<file path="src/aasp_pkg.sv">
// constants and types of the audio serial output port
// assumes a 20 MHz core clock and an Avalon-MM register bus
package aasp_pkg;

	// ----------------------------------------------------------
	// register indices, byte address is four times the index
	// ----------------------------------------------------------
	localparam logic [7:0] IDX_FMT   = 8'h07;
	localparam logic [7:0] IDX_COMP  = 8'h25;
	localparam logic [7:0] IDX_SLOTL = 8'h5B;
	localparam logic [7:0] IDX_SLOTC = 8'h5C;
	localparam logic [7:0] IDX_SLOTR = 8'h5D;
	localparam logic [7:0] IDX_CLK   = 8'h60;
	localparam logic [7:0] IDX_STAT  = 8'h61;

	// values after reset
	localparam logic [8:0] RST_FMT   = 9'h020;
	localparam logic [8:0] RST_COMP  = 9'h000;
	localparam logic [8:0] RST_SLOTL = 9'h000;
	localparam logic [8:0] RST_SLOTC = 9'h020;
	localparam logic [8:0] RST_SLOTR = 9'h020;
	localparam logic [8:0] RST_CLK   = 9'h000;

	// field positions
	localparam int FMT_LSB  = 0;
	localparam int WORD_LENGTH_LSB = 2;
	localparam int FSP_BIT  = 4;
	localparam int MS_BIT   = 6;
	localparam int COMP_LSB = 1;
	localparam int TSEN_BIT = 8;
	localparam int TRI_BIT  = 7;
	localparam int P8_BIT   = 5;
	localparam int OES_BIT  = 2;
	localparam int SLH_BIT  = 1;
	localparam int SRH_BIT  = 0;

	// encodings
	localparam logic [1:0] FMT_RJ  = 2'h0;
	localparam logic [1:0] FMT_LJ  = 2'h1;
	localparam logic [1:0] FMT_I2S = 2'h2;
	localparam logic [1:0] FMT_PCM = 2'h3;
	localparam logic [1:0] COMP_MU = 2'h2;
	localparam logic [1:0] COMP_A  = 2'h3;
	localparam logic [7:0] ALAW_XOR = 8'h55;

	// timing of the generated bit clock
	localparam int CLK_PERIOD_NS  = 50;
	localparam int BCLK_PERIOD_NS = 400;
	localparam int BCLK_HALF_CYC  = BCLK_PERIOD_NS / (2 * CLK_PERIOD_NS);

	typedef enum logic [1:0] {
		AASP_PH_IDLE, AASP_PH_LEFT, AASP_PH_RIGHT, AASP_PH_FRAME
	} aasp_phase_t;

	typedef struct packed {
		logic [1:0] fmt;
		logic [1:0] word_length;
		logic       sync_polarity_variant;
		logic       master_sel;
		logic [1:0] comp;
		logic       slot_mode_en;
		logic       tri_early;
		logic       byte_word_force;
		logic       out_enable_select;
		logic [9:0] left_slot_start;
		logic [9:0] right_slot_start;
		logic [1:0] frame_sel;
	} aasp_cfg_t;

endpackage : aasp_pkg

</file>
<file path="src/aasp_serial_port.sv">
// serial audio output port with register file and companding
// assumes bit clock and frame sync pins outside the core clock domain
`timescale 1ns/1ns

module aasp_serial_port #(
	parameter int BCLK_HALF = aasp_pkg::BCLK_HALF_CYC
) (
	input  wire logic        core_clk_in,
	input  wire logic        resetn_in,
	input  wire logic [9:0]  avs_address_in,
	input  wire logic        avs_read_in,
	input  wire logic        avs_write_in,
	input  wire logic [31:0] avs_writedata_in,
	output logic      [31:0] avs_readdata_out,
	output logic             avs_waitrequest_out,
	input  wire logic        bclk_in,
	output logic             bclk_out,
	output logic             bclk_oe_n_out,
	input  wire logic        frame_sync_in,
	output logic             frame_sync_out,
	output logic             frame_sync_oe_n_out,
	output logic             serial_data_out,
	output logic             serial_data_oe_n_out,
	input  wire logic [23:0] left_sample_in,
	input  wire logic [23:0] right_sample_in,
	output logic             sample_take_out
);

	// ----------------------------------------------------------
	// functions
	// ----------------------------------------------------------
	// mu-law code of a 13-bit sample
	function automatic logic [7:0] mu_enc(input logic [12:0] s);
		logic [12:0] m;
		logic [2:0]  e;
		m = s[12] ? 13'(~s + 13'h1) : s;
		m = 13'(m + 13'h21);
		e = 3'h0;
		for (int i = 0; i < 8; i++) begin
			if (m[i + 5]) begin
				e = 3'(i);
			end
		end
		return ~{s[12], e, 4'(m >> (4'(e) + 4'h1))};
	endfunction : mu_enc

	// a-law code of a 12-bit sample
	function automatic logic [7:0] a_enc(input logic [11:0] s);
		logic [11:0] m;
		logic [2:0]  e;
		m = s[11] ? 12'(~s + 12'h1) : s;
		m = (m[11] ? 12'h7FF : m) << 1;
		e = 3'h0;
		for (int i = 5; i < 12; i++) begin
			if (m[i]) begin
				e = 3'(i - 4);
			end
		end
		m = (e == 3'h0) ? (m >> 1) : (m >> e);
		return {~s[11], e, m[3:0]} ^ aasp_pkg::ALAW_XOR;
	endfunction : a_enc

	// sample to msb-aligned word, companded when asked
	function automatic logic [31:0] mk_word(input logic [23:0] s,
			input logic [1:0] c);
		case (c)
			aasp_pkg::COMP_MU: return {mu_enc(s[23:11]), 24'h00_0000};
			aasp_pkg::COMP_A:  return {a_enc(s[23:12]), 24'h00_0000};
			default:           return {s, 8'h00};
		endcase
	endfunction : mk_word

	// true when rise k falls in a word starting at rise st
	function automatic logic in_win(input logic [9:0] k,
			input logic [9:0] st, input logic [5:0] w);
		return (k >= st) && ((k - st) < 10'(w));
	endfunction : in_win

	// ----------------------------------------------------------
	// registers
	// ----------------------------------------------------------
	logic [8:0]  fmt_ff, comp_ff, slotl_ff, slotc_ff, slotr_ff, clk_ff;
	logic        bclk_s1_ff, bclk_s2_ff, fs_s1_ff, fs_s2_ff;
	logic        bk_prev_ff, fs_prev_ff, pend_ff, lsb_ff;
	logic        bclk_gen_ff, fs_gen_ff;
	logic [7:0]  div_ff;
	logic [7:0]  fcnt_ff;
	logic [9:0]  kcnt_ff;
	logic [31:0] lword_ff, rword_ff;
	aasp_pkg::aasp_phase_t ph_ff;
	aasp_pkg::aasp_cfg_t   cfg;

	logic        req, bk, fsl, b_fall, b_rise, fs_rise, fs_edge, start;
	logic [9:0]  k, half, off;
	logic [5:0]  w;
	logic [8:0]  nfr;
	logic        valid, bit_val, is_lsb;
	aasp_pkg::aasp_phase_t ph_new;

	// configuration fields gathered into one carrier
	assign cfg.fmt = fmt_ff[aasp_pkg::FMT_LSB +: 2];
	assign cfg.word_length = fmt_ff[aasp_pkg::WORD_LENGTH_LSB +: 2];
	assign cfg.sync_polarity_variant = fmt_ff[aasp_pkg::FSP_BIT];
	assign cfg.master_sel = fmt_ff[aasp_pkg::MS_BIT];
	assign cfg.comp = comp_ff[aasp_pkg::COMP_LSB +: 2];
	assign cfg.slot_mode_en = slotc_ff[aasp_pkg::TSEN_BIT];
	assign cfg.tri_early = slotc_ff[aasp_pkg::TRI_BIT];
	assign cfg.byte_word_force = slotc_ff[aasp_pkg::P8_BIT];
	assign cfg.out_enable_select = slotc_ff[aasp_pkg::OES_BIT];
	assign cfg.left_slot_start = {slotc_ff[aasp_pkg::SLH_BIT], slotl_ff};
	assign cfg.right_slot_start = {slotc_ff[aasp_pkg::SRH_BIT], slotr_ff};
	assign cfg.frame_sel = clk_ff[1:0];

	// ----------------------------------------------------------
	// avalon slave: one wait cycle, then answer
	// ----------------------------------------------------------
	assign req = avs_read_in || avs_write_in;

	// waitrequest low for one cycle per request
	always_ff @(posedge core_clk_in) begin
		if (!resetn_in) begin
			avs_waitrequest_out <= 1'b1;
		end else begin
			avs_waitrequest_out <= !(req && avs_waitrequest_out);
		end
	end

	// read data loaded in the wait cycle
	always_ff @(posedge core_clk_in) begin
		if (!resetn_in) begin
			avs_readdata_out <= 32'h0000_0000;
		end else if (avs_read_in && avs_waitrequest_out) begin
			case (avs_address_in[9:2])
				aasp_pkg::IDX_FMT:   avs_readdata_out <= 32'(fmt_ff);
				aasp_pkg::IDX_COMP:  avs_readdata_out <= 32'(comp_ff);
				aasp_pkg::IDX_SLOTL: avs_readdata_out <= 32'(slotl_ff);
				aasp_pkg::IDX_SLOTC: avs_readdata_out <= 32'(slotc_ff);
				aasp_pkg::IDX_SLOTR: avs_readdata_out <= 32'(slotr_ff);
				aasp_pkg::IDX_CLK:   avs_readdata_out <= 32'(clk_ff);
				aasp_pkg::IDX_STAT:
					avs_readdata_out <= 32'({~serial_data_oe_n_out,
						fsl, bk, ph_ff});
				default:             avs_readdata_out <= 32'h0000_0000;
			endcase
		end
	end

	// writes take effect at the edge that ends the waitrequest-low cycle
	always_ff @(posedge core_clk_in) begin
		if (!resetn_in) begin
			fmt_ff   <= aasp_pkg::RST_FMT;
			comp_ff  <= aasp_pkg::RST_COMP;
			slotl_ff <= aasp_pkg::RST_SLOTL;
			slotc_ff <= aasp_pkg::RST_SLOTC;
			slotr_ff <= aasp_pkg::RST_SLOTR;
			clk_ff   <= aasp_pkg::RST_CLK;
		end else if (avs_write_in && !avs_waitrequest_out) begin
			case (avs_address_in[9:2])
				aasp_pkg::IDX_FMT:   fmt_ff   <= avs_writedata_in[8:0];
				aasp_pkg::IDX_COMP:  comp_ff  <= avs_writedata_in[8:0];
				aasp_pkg::IDX_SLOTL: slotl_ff <= avs_writedata_in[8:0];
				aasp_pkg::IDX_SLOTC: slotc_ff <= avs_writedata_in[8:0];
				aasp_pkg::IDX_SLOTR: slotr_ff <= avs_writedata_in[8:0];
				aasp_pkg::IDX_CLK:   clk_ff   <= avs_writedata_in[8:0];
				default:             fmt_ff   <= fmt_ff;
			endcase
		end
	end

	// ----------------------------------------------------------
	// master clock and sync generation
	// ----------------------------------------------------------
	// frame length in bit clocks
	always_comb begin
		case (cfg.frame_sel)
			2'h1:    nfr = 9'd128;
			2'h2:    nfr = 9'd64;
			2'h3:    nfr = 9'd32;
			default: nfr = 9'd256;
		endcase
	end

	// divider; sync changes together with the bit clock fall
	always_ff @(posedge core_clk_in) begin
		if (!resetn_in) begin
			div_ff      <= 8'h00;
			bclk_gen_ff <= 1'b1;
			fs_gen_ff   <= 1'b0;
			fcnt_ff     <= 8'h00;
		end else if (div_ff >= 8'(BCLK_HALF - 1)) begin
			div_ff      <= 8'h00;
			bclk_gen_ff <= !bclk_gen_ff;
			if (bclk_gen_ff) begin
				fcnt_ff <= (9'(fcnt_ff) >= nfr - 9'h1) ? 8'h00 :
					8'(fcnt_ff + 8'h1);
				if (cfg.fmt == aasp_pkg::FMT_PCM) begin
					fs_gen_ff <= (9'(fcnt_ff) >= nfr - 9'h1);
				end else if (cfg.fmt == aasp_pkg::FMT_I2S) begin
					fs_gen_ff <= (9'(fcnt_ff) + 9'h1 >= nfr >> 1) &&
						(9'(fcnt_ff) + 9'h1 < nfr);
				end else begin
					fs_gen_ff <= (9'(fcnt_ff) + 9'h1 >= nfr) ||
						(9'(fcnt_ff) + 9'h1 < nfr >> 1);
				end
			end
		end else begin
			div_ff <= 8'(div_ff + 8'h1);
		end
	end

	// pin drivers for clock and sync
	always_ff @(posedge core_clk_in) begin
		if (!resetn_in) begin
			bclk_out            <= 1'b1;
			frame_sync_out      <= 1'b0;
			bclk_oe_n_out       <= 1'b1;
			frame_sync_oe_n_out <= 1'b1;
		end else begin
			bclk_out            <= bclk_gen_ff;
			frame_sync_out      <= fs_gen_ff;
			bclk_oe_n_out       <= !cfg.master_sel;
			frame_sync_oe_n_out <= !cfg.master_sel;
		end
	end

	// ----------------------------------------------------------
	// link sampling and edge detection
	// ----------------------------------------------------------
	always_ff @(posedge core_clk_in) begin
		if (!resetn_in) begin
			bclk_s1_ff <= 1'b1; // bit clock idles high, no false edge
			bclk_s2_ff <= 1'b1;
			fs_s1_ff   <= 1'b0;
			fs_s2_ff   <= 1'b0;
			bk_prev_ff <= 1'b1;
			fs_prev_ff <= 1'b0;
		end else begin
			bclk_s1_ff <= bclk_in;
			bclk_s2_ff <= bclk_s1_ff;
			fs_s1_ff   <= frame_sync_in;
			fs_s2_ff   <= fs_s1_ff;
			bk_prev_ff <= bk;
			fs_prev_ff <= fsl;
		end
	end

	assign bk      = cfg.master_sel ? bclk_out : bclk_s2_ff;
	assign fsl     = cfg.master_sel ? frame_sync_out : fs_s2_ff;
	assign b_fall  = bk_prev_ff && !bk;
	assign b_rise  = !bk_prev_ff && bk;
	assign fs_rise = !fs_prev_ff && fsl;
	assign fs_edge = (cfg.fmt == aasp_pkg::FMT_PCM) ? fs_rise :
		(fs_prev_ff != fsl);
	assign start   = b_fall && (fs_edge || pend_ff);

	// ----------------------------------------------------------
	// bit selection for the next rising edge
	// ----------------------------------------------------------
	always_comb begin
		case (cfg.word_length)
			2'h0:    w = 6'd16;
			2'h1:    w = 6'd20;
			2'h2:    w = 6'd24;
			default: w = 6'd32;
		endcase
		if (cfg.byte_word_force) begin
			w = 6'd8;
		end
	end

	assign half = 10'(nfr >> 1);
	assign k = start ? 10'h000 : kcnt_ff;

	// phase chosen at a sync edge
	always_comb begin
		if (!start) begin
			ph_new = ph_ff;
		end else if (cfg.fmt == aasp_pkg::FMT_PCM) begin
			ph_new = aasp_pkg::AASP_PH_FRAME;
		end else if (cfg.fmt == aasp_pkg::FMT_I2S) begin
			ph_new = fsl ? aasp_pkg::AASP_PH_RIGHT :
				aasp_pkg::AASP_PH_LEFT;
		end else begin
			ph_new = fsl ? aasp_pkg::AASP_PH_LEFT :
				aasp_pkg::AASP_PH_RIGHT;
		end
	end

	// which word bit is due and whether one is due at all
	always_comb begin
		logic [31:0] wd;
		logic [9:0]  b;
		logic [31:0] lw;
		logic [31:0] rw;
		// a new frame sends its fresh samples from the very first bit
		lw    = (start && ph_new != aasp_pkg::AASP_PH_RIGHT) ?
			mk_word(left_sample_in, cfg.comp) : lword_ff;
		rw    = (start && ph_new != aasp_pkg::AASP_PH_RIGHT) ?
			mk_word(right_sample_in, cfg.comp) : rword_ff;
		wd    = lw;
		b     = 10'h000;
		valid = 1'b0;
		off   = 10'h000;
		case (cfg.fmt)
			aasp_pkg::FMT_I2S: off = 10'h001;
			aasp_pkg::FMT_RJ:
				off = (half > 10'(w)) ? 10'(half - 10'(w)) : 10'h000;
			default:           off = 10'h000;
		endcase
		case (ph_new)
			aasp_pkg::AASP_PH_LEFT, aasp_pkg::AASP_PH_RIGHT: begin
				wd    = (ph_new == aasp_pkg::AASP_PH_LEFT) ? lw : rw;
				valid = in_win(k, off, w);
				b     = 10'(k - off);
			end
			aasp_pkg::AASP_PH_FRAME: begin
				if (cfg.slot_mode_en) begin
					if (in_win(k, cfg.left_slot_start, w)) begin
						valid = 1'b1;
						b     = 10'(k - cfg.left_slot_start);
					end else if (in_win(k, cfg.right_slot_start, w)) begin
						valid = 1'b1;
						wd    = rw;
						b     = 10'(k - cfg.right_slot_start);
					end
				end else begin
					off = cfg.sync_polarity_variant ? 10'h000 :
						10'h001;
					if (in_win(k, off, w)) begin
						valid = 1'b1;
						b     = 10'(k - off);
					end else if (in_win(k, 10'(off + 10'(w)), w)) begin
						valid = 1'b1;
						wd    = rw;
						b     = 10'(k - off - 10'(w));
					end
				end
			end
			default: valid = 1'b0;
		endcase
		bit_val = wd[5'(10'd31 - b)];
		is_lsb  = valid && (b == 10'(w - 6'h1));
	end

	// ----------------------------------------------------------
	// framing state
	// ----------------------------------------------------------
	always_ff @(posedge core_clk_in) begin
		if (!resetn_in) begin
			ph_ff   <= aasp_pkg::AASP_PH_IDLE;
			kcnt_ff <= 10'h000;
			pend_ff <= 1'b0;
		end else begin
			if (b_fall) begin
				ph_ff   <= ph_new;
				kcnt_ff <= (k == 10'h3FF) ? k : 10'(k + 10'h1);
			end
			pend_ff <= fs_edge ? !b_fall : (pend_ff && !b_fall);
		end
	end

	// words latched at the start of each left phase or frame
	always_ff @(posedge core_clk_in) begin
		if (!resetn_in) begin
			lword_ff        <= 32'h0000_0000;
			rword_ff        <= 32'h0000_0000;
			sample_take_out <= 1'b0;
		end else begin
			sample_take_out <= 1'b0;
			if (b_fall && !start) begin
				sample_take_out <= 1'b0;
			end else if (start && ph_new != aasp_pkg::AASP_PH_RIGHT) begin
				lword_ff        <= mk_word(left_sample_in, cfg.comp);
				rword_ff        <= mk_word(right_sample_in, cfg.comp);
				sample_take_out <= 1'b1;
			end
		end
	end

	// ----------------------------------------------------------
	// serial data pin
	// ----------------------------------------------------------
	// data and enable change on falls; early release on a rise
	always_ff @(posedge core_clk_in) begin
		if (!resetn_in) begin
			serial_data_out      <= 1'b0;
			serial_data_oe_n_out <= 1'b1;
			lsb_ff               <= 1'b0;
		end else if (b_fall) begin
			serial_data_out      <= valid && bit_val;
			serial_data_oe_n_out <= !valid && cfg.out_enable_select;
			lsb_ff               <= is_lsb;
		end else if (b_rise && lsb_ff && cfg.tri_early &&
				cfg.out_enable_select) begin
			serial_data_oe_n_out <= 1'b1;
			lsb_ff               <= 1'b0;
		end
	end

endmodule : aasp_serial_port

</file>
<file path="config.mk">
export PLATFORM = sky130hd
export DESIGN_NAME = aasp_serial_port
export DESIGN_NICKNAME = d
export VERILOG_FILES = /design/src/aasp_pkg.sv /design/src/aasp_serial_port.sv
export SDC_FILE = /design/constraint.sdc
export NUM_CORES = 1
export LEC_CHECK = 0
export ABC_CLOCK_PERIOD_IN_PS = 6500
export BUFFER_PORTS_ARGS = -buffer_cell sky130_fd_sc_hd__buf_4
export CORE_ASPECT_RATIO = 0.6
export CORE_UTILIZATION = 57
export CTS_BUF_LIST = sky130_fd_sc_hd__clkbuf_4
export DETAILED_ROUTE_END_ITERATION = 16
export GPL_ROUTABILITY_DRIVEN = 0
export PLACE_DENSITY = 0.85
export SYNTH_ARGS = -nofsm -noshare
export SYNTH_HDL_FRONTEND = slang
export SYNTH_SLANG_ARGS = --single-unit
</file>
<file path="constraint.sdc">
create_clock -name core_clk_in -period 6.5 [get_ports core_clk_in]
set_input_delay 0.975 -clock core_clk_in [delete_from_list [all_inputs] [get_ports core_clk_in]]
set_output_delay 0.975 -clock core_clk_in [all_outputs]
set_load 0.02 [all_outputs]
</file>
# After elaboration in Yosys (flattened, before gate mapping)
# Index checks and enable logic that the tools add are counted.
# Widths: inputs -> output; s select.
classes:
  order_cmp: 18
  n_mux: 107
  multipliers: 0
  shift: 8
  n_eq_ne: 23
  addsub: 25
  div: 0
  reduce_logical: 53
  n_bitwise: 17
ops:
  columns: ["operator", "count"]
  rows:
  - ["$pmux 32 s2", 5]
  - ["$mux 32", 8]
  - ["$mux 3", 37]
  - ["$mux 10", 8]
  - ["$pmux 9 s7", 1]
  - ["$shr 13x4->4", 4]
  - ["$lt 10x6->1", 5]
  - ["$shr 12x3->4", 4]
  - ["$eq 8x7->1 const B", 5]
  - ["$pmux 10 s2", 2]
  - ["$not 8->8", 4]
  - ["$ge 10x10->1", 3]
  - ["$sub 10x10->10", 3]
  - ["$pmux 9 s3", 1]
  - ["$add 13x1->13 const B", 2]
  - ["$add 13x6->13 const B", 2]
  - ["$mux 13", 2]
  - ["$not 13->13", 2]
  - ["$add 12x1->12 const B", 2]
  - ["$mux 12", 2]
  - ["$not 12->12", 2]
  - ["$logic_and 1x1->1", 22]
  - ["$mux 1", 22]
  - ["$mux 11", 2]
  - ["46 further kinds", 101]
word_totals:
  regBits: 195
  rom_bits: 0
  latchBits: 0
  output_inout_bits: 40
  ramBits: 0
  memories: 0
  elab_cells: 281
  in_bits: 96

# Longest topological paths before layout
# Gate-level depths: netlist of the first run.
logic_depth:
  word_depth: 24
  ltp_mapped: 31
  ltp_nobuf: 27

# Least setup slack after synthesis of the first run
# OpenSTA, ideal clock, no wires.
synth_path:
  path_type: "reg-to-reg"
  from: "reg fmt_ff[6]"
  to: "reg serial_data_out"
  synth_period_minus_slack_ps: 6611
  path_stages_with_launch: 29
  required_time_ps: 6423
  t_arrival_ps: 6534
  slack_ps: -111
  setup_ps: 77
  n_path_buf: 5
  path_cell_list: "dfxtp_1 > mux2i_1 > inv_1 > ha_1 > a21oi_1 > o311ai_1 > clkbuf_1 > clkbuf_1 > buf_1 > nand2_1 > ha_1 > ha_1 > nor3b_1 > o21ai_0 > ha_1 > nor2b_1 > o21ai_0 > nand2b_1 > or4_1 > clkbuf_1 > o31a_1 > and3_1 > nor2_1 > clkbuf_1 > nand2_1 > a221o_1 > a211oi_1 > o31ai_1 > a41oi_2"
synth_via:
  elab_chain_len: 17
  word_cells_on_any_way: 67
  classes_between: "add/sub: 7; order compare: 10; eq/ne: 5; mux: 32; reduce/logical: 13"
synth_rtl:
  columns: ["element", "line", "rtl"]
  rows:
  - ["start, declared", "aasp_serial_port.sv:82", "logic [8:0] fmt_ff, comp_ff, slotl_ff, slotc_ff, slotr_ff, clk_ff;"]
  - ["start signal, assigned", "aasp_serial_port.sv:151", "fmt_ff <= aasp_pkg::RST_FMT;"]
  - ["start signal, assigned", "aasp_serial_port.sv:159", "aasp_pkg::IDX_FMT: fmt_ff <= avs_writedata_in[8:0];"]
  - ["start signal, assigned", "aasp_serial_port.sv:165", "default: fmt_ff <= fmt_ff;"]
  - ["$mux 1 *", "aasp_serial_port.sv:248", "assign fsl = cfg.master_sel ? frame_sync_out : fs_s2_ff;"]
  - ["named net fsl", "aasp_serial_port.sv:93", "logic req, bk, fsl, b_fall, b_rise, fs_rise, fs_edge, start;"]
  - ["$ne 1x1->1 or $logic_and 1x1->1 (tied branches)", "aasp_serial_port.sv:253, aasp_serial_port.sv:251", null]
  - ["$mux 1", "aasp_serial_port.sv:252", "assign fs_edge = (cfg.fmt == aasp_pkg::FMT_PCM) ? fs_rise :"]
  - ["$logic_or 1x1->1", "aasp_serial_port.sv:254", "assign start = b_fall && (fs_edge || pend_ff);"]
  - ["$logic_and 1x1->1", "aasp_serial_port.sv:254", null]
  - ["$mux 10", "aasp_serial_port.sv:272", "assign k = start ? 10'h000 : kcnt_ff;"]
  - ["$sub 10x7->10 or $sub 10x10->10 (tied branches)", "aasp_serial_port.sv:76, aasp_serial_port.sv:324", null]
  - ["[... 2 more ...]", null, null]
  - ["$mux 10, on equally long branches", "aasp_serial_port.sv:332, aasp_serial_port.sv:321", null]
  - ["$mux 10, on equally long branches", "aasp_serial_port.sv:329, aasp_serial_port.sv:318", null]
  - ["$mux 10", "aasp_serial_port.sv:317", "if (cfg.slot_mode_en) begin"]
  - ["$pmux 10 s2", "aasp_serial_port.sv:310", "case (ph_new)"]
  - ["$sub 5x5->5", "aasp_serial_port.sv:341", "bit_val = wd[5'(10'd31 - b)];"]
  - ["$bmux 1 s5", "aasp_serial_port.sv:341", null]
  - ["$mux 1 (not written as such)", "aasp_serial_port.sv:341", null]
  - ["$logic_and 1x1->1 *", "aasp_serial_port.sv:390", "serial_data_out <= valid && bit_val;"]
  - ["end signal, assigned", "aasp_serial_port.sv:390", null]
  - ["end, declared", "aasp_serial_port.sv:22", "output logic serial_data_out,"]
# The timed path passes the listed nets; every way through them passes the cells marked *. The select of a mux whose other input is x is not followed.
# A chain may end at the register's enable or synchronous reset.

# Worst setup path after layout of the first run
# Same ends and word-level chain as after synthesis.

==> flow_summary.yaml, run 1 <==
yosys:
  synth_edf_count: 0
  synth_area_leaders: "dfxtp_1, ha_1, mux2i_1"
  synthCells: 2024
  yosysWarnings: 0
  synth_top_family_by_area: "compound AO/OA/AOI/OAI gates"
  synthAdderAreaFrac_pct: 7.25
  syn_avg_cell_area_um2: 7.49
  ys_ff_latch: 156
  synth-xor-area-share_pct: 5.03
  synth_top_flop_cell: "dfxtp_1"
  synth_top_area_cell: "dfxtp_1"
  yosys-mux-area-fraction_pct: 7.12
  synth_cell_type_count: 108
  synth-simple-area-share_pct: 25.5
  synth_area_mm2: 0.0152
  synth_common_cells: "nor2_1, nand2_1, dfxtp_1"
  synth-seq-area-share_pct: 20.6
  synth_top_area_share_pct: 20.6
  synth.most_common_cell: "nor2_1"
  async_flop_share_pct: 0
  synth-compound-area-share_pct: 28.3
timing:
  clock.fmax_ghz: 0.157
  slew-limit-headroom_pct: 24.4
  period_share_pct: 97.9
  clock_skew_ps: 30.5
  final_max_slew_viol_count: 0
  hold_viol: 0
  fin_crit_ps: 6360
  setup_viol: 0
  tightestPinTransition_ps: 1110
  worst_slack_ps: 137
critical_path:
  arrival_ps: 6950
  path_class: "reg -> reg"
  worstPathMaxFanout: 13
  cp_data_required_time_ps: 7090
  worstSetupEndpointType: "flip-flop"
  startpoint_type: "flip-flop"
outcome:
  status: "finished, final reports clean"
final_layout:
  final_util_pct: 63.9
  fin_cells: 2426
  final_nets: 2243
  layout_top_registers: "lword_ff (24), rword_ff (24), kcnt_ff (10)"
  diodes: 0
  syn2layout_area_growth_pct: 8.21
  drive_gt1_share_pct: 12.6
die:
  die_y_um: 128
  die_w_um: 213
  core_mm2: 0.0257
  start_util_pct: 59.0
  fp-row-count: 45
  io_pins: 136
  die_area_mm2: 0.0273
place:
  dpl.cell_count: 2391
  dpl_worst_slack_ps: 43.2
  dp_hpwl_um: 38000
  io_buffers: 87
global_routing:
  globalRoute.totalOverflow: 0
  grt_use_met1_pct: 53.4
  use_met2_pct: 51.7
  grt_first_pass_wirelength_um: 80500
  grt_max_degree: 83
  top_usage_layer: "met1"
  met3_usage_pct: 12.1
  antenna_found_initial: 1
  grt_pass1_vias: 15100
  grt_use_total_pct: 36.8
worst_hold_path:
  hp-class: "reg -> reg"
clock_tree:
  cts_inserted_buffers: 17
  clock_path_buffers: 2
  cts_tree: "yes"
  path_clk_slew_ps: 160
  htreeDepth: 4
  cts-root-buf: "clkbuf_4"
  cts_hold_buffers: 0
  cts_num_sinks: 156
  clk_latency_ps: 650
routing:
  drtIter0Drc: 2575
  drt_wl_total_um: 50900
  via_count: 16600
  drc_errors: 0
  ant_nets: 0
  first_pass_iters: 10
  routedWlPerCell_um: 21.0
  vias_per_cell: 6.86
power_and_ir_drop:
  ir_drop_mv: 0.105
  powerDensity_mw_per_mm2: 135
  p_leak_nw: 6.72
job:
  drv_cap: 0
==> worst max-delay path, cell delays in order (launching register included) <==
cell      delay (ps)
dfxtp_2          390
mux2i_4          300
inv_1             80
ha_1             190
and3_1           220
o311ai_4         320
buf_12           170
nand2_1           70
ha_1             200
ha_1             280
nor3b_2          210
o21ai_0          300
ha_1             340
nor2b_1          150
o21ai_0          160
nand2b_1         110
or4_4            600
o31a_1           310
and3_2           320
o31ai_1          580
nor3_1           110
nor3_1           260
a22oi_1          140
a211o_1          320
a41oi_2          190
==> layout by cell type, fill, tap and decap left out, types with 32 or more instances in the layout <==
cell	netlist	routed
and2_1	32	32
nand2b_1	37	37
o21ai_0	96	96
xnor2_1	58	58
nor2b_1	39	39
nand2_1	158	158
buf_4	24	127
nand3_1	57	55
nor2_1	225	224
ha_1	83	83
dfxtp_1	156	155
and3_1	37	36
mux2i_1	86	85
inv_1	73	72
a21oi_1	155	154
nor3_1	49	48
==> cell families (layout without fill, tap and decap cells) <==
kind of cell / after synthesis / in the layout
mux: 105 / 105
simple gates: 766 / 766
fa+ha+maj: 86 / 86
xor+xnor: 87 / 87
flops: 156 / 156
compound gates: 610 / 610
other cells: 1 / 29
buf+inv: 213 / 235
==> per-stage QoR <==
stage / instance area, um2 / power, mW / hold WS (ps) / TNS [ps]
3_5_place_dp: 16000 / 1.58 / 397 / 0
3_3_place_gp: 16000 / 1.56 / 399 / 0
5_1_grt: 16400 / 2.28 / 442 / -27.7
4_1_cts: 16300 / 2.17 / 429 / 0
2_1_floorplan: 15300 / 1.43 / 386 / 0
6_report: 16400 / 2.21 / 428 / 0
==> worst paths after layout <==
check                    startpoint                           end  slack, ps  cells after the start
min reg2reg   bclk_s1_ff$_SDFF_PN1_         bclk_s2_ff$_SDFF_PN1_        430                      1
max          fmt_ff[6]$_SDFFE_PN0P_  serial_data_out$_SDFFE_PN0P_        140                     24
max reg2reg  fmt_ff[6]$_SDFFE_PN0P_  serial_data_out$_SDFFE_PN0P_        140                     24
min           bclk_s1_ff$_SDFF_PN1_         bclk_s2_ff$_SDFF_PN1_        430                      1
==> power by group <==
group / total, mW / internal (mW) / switching, mW
Sequential: 0.985 / 0.974 / 0.0106
Combinational: 0.608 / 0.217 / 0.391
Clock: 0.620 / 0.201 / 0.419
Total: 2.21 / 1.39 / 0.821
==> layer usage <==
| metal | wire length [um] | share of wire, % | up-vias |
|---|---|---|---|
| met5 | 0 | 0 | - |
| met4 | 1070 | 2.1 | 0 |
| met3 | 7940 | 16 | 124 |
| met2 | 20200 | 40 | 1184 |
| met1 | 21600 | 43 | 7792 |
| li1 | - | - | 7537 |
==> repair_timing <==
action,CTS,global route
setup endpoints to repair,0,2
setup buffers,0,3
resized for setup,0,14
==> final cells by class <==
class	count	area, um2
flip-flops and latches	156	3120
clock buffers	18	135
multi-input cells	1683	11300
clock inverters	14	135
fillers	2215	9280
repair buffers	128	973
inverters	75	283
well taps	352	440
No activity file was read; power rests on OpenSTA's default activity.
==> run 2: changes to the inputs <==
--- a/config.mk
+++ b/config.mk
@@ -5,6 +5,7 @@
 export SDC_FILE = /design/constraint.sdc
 export NUM_CORES = 1
 export LEC_CHECK = 0
+export ABC_AREA = 1
 export ABC_CLOCK_PERIOD_IN_PS = 6500
 export BUFFER_PORTS_ARGS = -buffer_cell sky130_fd_sc_hd__buf_4
 export CORE_ASPECT_RATIO = 0.6
==> flow_summary.yaml, run 2 <==
timing:
  setup_viol: 0
  slew-limit-headroom_pct: 30.3
  tightestPinTransition_ps: 1040
  rsz0062_at_grt: "no"
  setup_tns_ps: 0
  final_max_slew_viol_count: 0
  clock.fmax_ghz: 0.164
  fin_crit_ps: 6100
  clock_skew_ps: 28.6
  hold_viol: 0
  worst_slack_ps: 395
  period_share_pct: 93.9
die:
  io_pins: 136
  die_y_um: 124
  start_util_pct: 58.1
  die_area_mm2: 0.0253
  die_w_um: 205
  core_mm2: 0.0242
  fp-row-count: 44
critical_path:
  crit_path_frequent_cell: "nand2_1"
  worstSetupEndpointType: "flip-flop"
  path_class: "reg -> reg"
  cpPeakStageDelay_ps: 490
  arrival_ps: 6650
  startpoint_type: "flip-flop"
  cp_data_required_time_ps: 7040
  slowest_stage: "dfxtp_1"
  worstPathMaxFanout: 15
clock_tree:
  htreeDepth: 4
  cts_inserted_buffers: 17
  clock_path_buffers: 2
  cts-root-buf: "clkbuf_4"
  cts_tree: "yes"
  ctsResizeCount: 0
  cts_hold_buffers: 0
  cts_num_sinks: 156
  path_clk_slew_ps: 170
  postCtsSetupBuffers: 0
  clk_latency_ps: 610
final_layout:
  final_nets: 2547
  final_common_cell: "nand2_1"
  final_cell_mix: "nand2_1, inv_1, nand3_1"
  fin_cells: 2700
  final_util_pct: 62.5
  finalInstanceArea_mm2: 0.0151
  n_fill_cell: 2208
  syn2layout_area_growth_pct: 7.68
  layout_top_registers: "lword_ff (24), rword_ff (24), kcnt_ff (10)"
  drive_gt1_share_pct: 8.20
  diodes: 0
yosys:
  async_flop_share_pct: 0
  synth-simple-area-share_pct: 36.8
  synth_top_area_share_pct: 22.3
  ys_ff_latch: 156
  synth_top_flop_cell: "dfxtp_1"
  synth_top_area_cell: "dfxtp_1"
  synth_area_mm2: 0.0140
  synthAdderAreaFrac_pct: 7.83
  synth-xor-area-share_pct: 4.12
  syn_avg_cell_area_um2: 6.08
  synthCells: 2307
  synth-compound-area-share_pct: 17.4
  synth_common_cells: "nand2_1, inv_1, nand3_1"
  synth_edf_count: 0
  synth-seq-area-share_pct: 22.3
  synth_area_leaders: "dfxtp_1, nand2_1, nand3_1"
  yosysWarnings: 0
  synth.most_common_cell: "nand2_1"
  yosys-mux-area-fraction_pct: 0
  synth_top_family_by_area: "simple AND/OR/NAND/NOR gates"
  synth_cell_type_count: 67
place:
  io_buffers: 87
  dpl.cell_count: 2668
  dpl_worst_slack_ps: 724
  dp_hpwl_um: 34000
  dpl-instance-area_mm2: 0.0148
routing:
  drc_errors: 0
  vias_per_cell: 5.94
  drtIter0Drc: 2311
  via_count: 16000
  drt_wl_total_um: 44000
  first_pass_iters: 8
  routedWlPerCell_um: 16.3
  ant_nets: 0
global_routing:
  antenna_found_initial: 0
  grt_use_met1_pct: 53.0
  grt_pass1_vias: 13600
  grt_use_total_pct: 34.5
  grt_first_pass_wirelength_um: 69800
  top_usage_layer: "met1"
  use_met2_pct: 45.7
  globalRoute.totalOverflow: 0
  met3_usage_pct: 10.0
  grt_max_degree: 79
power_and_ir_drop:
  ir_drop_mv: 0.117
  p_leak_nw: 7.41
  powerDensity_mw_per_mm2: 149
outcome:
  status: "finished, final reports clean"
worst_hold_path:
  hp-class: "reg -> reg"
job:
  drv_cap: 0
[run 2: cell types whose count changed in the layout (fill, tap and decap cells not counted), sizes merged, moves of 25 or more]
| cell | delta |
|---|---|
| mux2i | -86 |
| buf | -33 |
| nor3 | -25 |
| and2 | -32 |
| xnor2 | -47 |
| inv | +232 |
| and3 | -37 |
| nand2 | +467 |
| o21ai | +70 |
| o31ai | -31 |
| nand2b | -37 |
| nor2b | -39 |
| nand3 | +223 |
[run 2: cell families after synthesis]
logic type | Yosys count
other | 1
buffers and inverters | 393
and+or+nand+nor | 1189
adders and majority gates | 86
xor gates and xnor gates | 63
AOI/OAI and AO/OA | 419
DFF | 156
[run 2: cell type report]
type,count,area (um2),area share (%)
repair buffers,95,713,4.72
inverters,309,1160,7.69
clock inverters,15,186,1.23
multi-input cells,1786,9390,62.2
flip-flops and latches,156,3120,20.7
well taps,322,403,2.67
clock buffers,17,128,0.845
[run 2: final timing paths]
kind / slack [ps] / cells past startpoint / end / from
setup reg to reg: 400 / 33 / lsb_ff$_SDFFE_PN0P_ / fmt_ff[6]$_SDFFE_PN0P_
setup / recovery: 400 / 33 / lsb_ff$_SDFFE_PN0P_ / fmt_ff[6]$_SDFFE_PN0P_
hold / removal: 440 / 2 / fs_s2_ff$_SDFF_PN0_ / fs_s1_ff$_SDFF_PN0_
hold reg to reg: 440 / 2 / fs_s2_ff$_SDFF_PN0_ / fs_s1_ff$_SDFF_PN0_
[run 2: report_power, final]
group | leakage (nW) | internal (mW) | switching (mW)
combinational | 5.98 | 0.192 | 0.417
sequential | 1.26 | 0.975 | 0.00825
clock | 0.166 | 0.189 | 0.464
[run 2: per-layer routing]
| metal | vias to the layer above | wire, um |
|---|---|---|
| met2 | 1004 | 16600 |
| met5 | - | 0 |
| met4 | 0 | 720 |
| met1 | 7275 | 20300 |
| met3 | 83 | 6330 |
| li1 | 7670 | - |
[run 2: worst max-delay path, delay by kind of cell (launching register included)]
kind | cells | cell delay [ps]
DFF | 1 | 490
xor gates and xnor gates | 2 | 390
buffers and inverters | 4 | 620
adders and majority gates | 3 | 980
AOI/OAI and AO/OA | 6 | 1190
and+or+nand+nor | 18 | 2380
[run 2: stage by stage]
stage | power, mW | hold slack, ps
detailed placement | 1.59 | 404
finish | 2.24 | 438
global placement | 1.57 | 402
CTS | 2.21 | 440
global route | 2.35 | 459
floorplan | 1.44 | 390
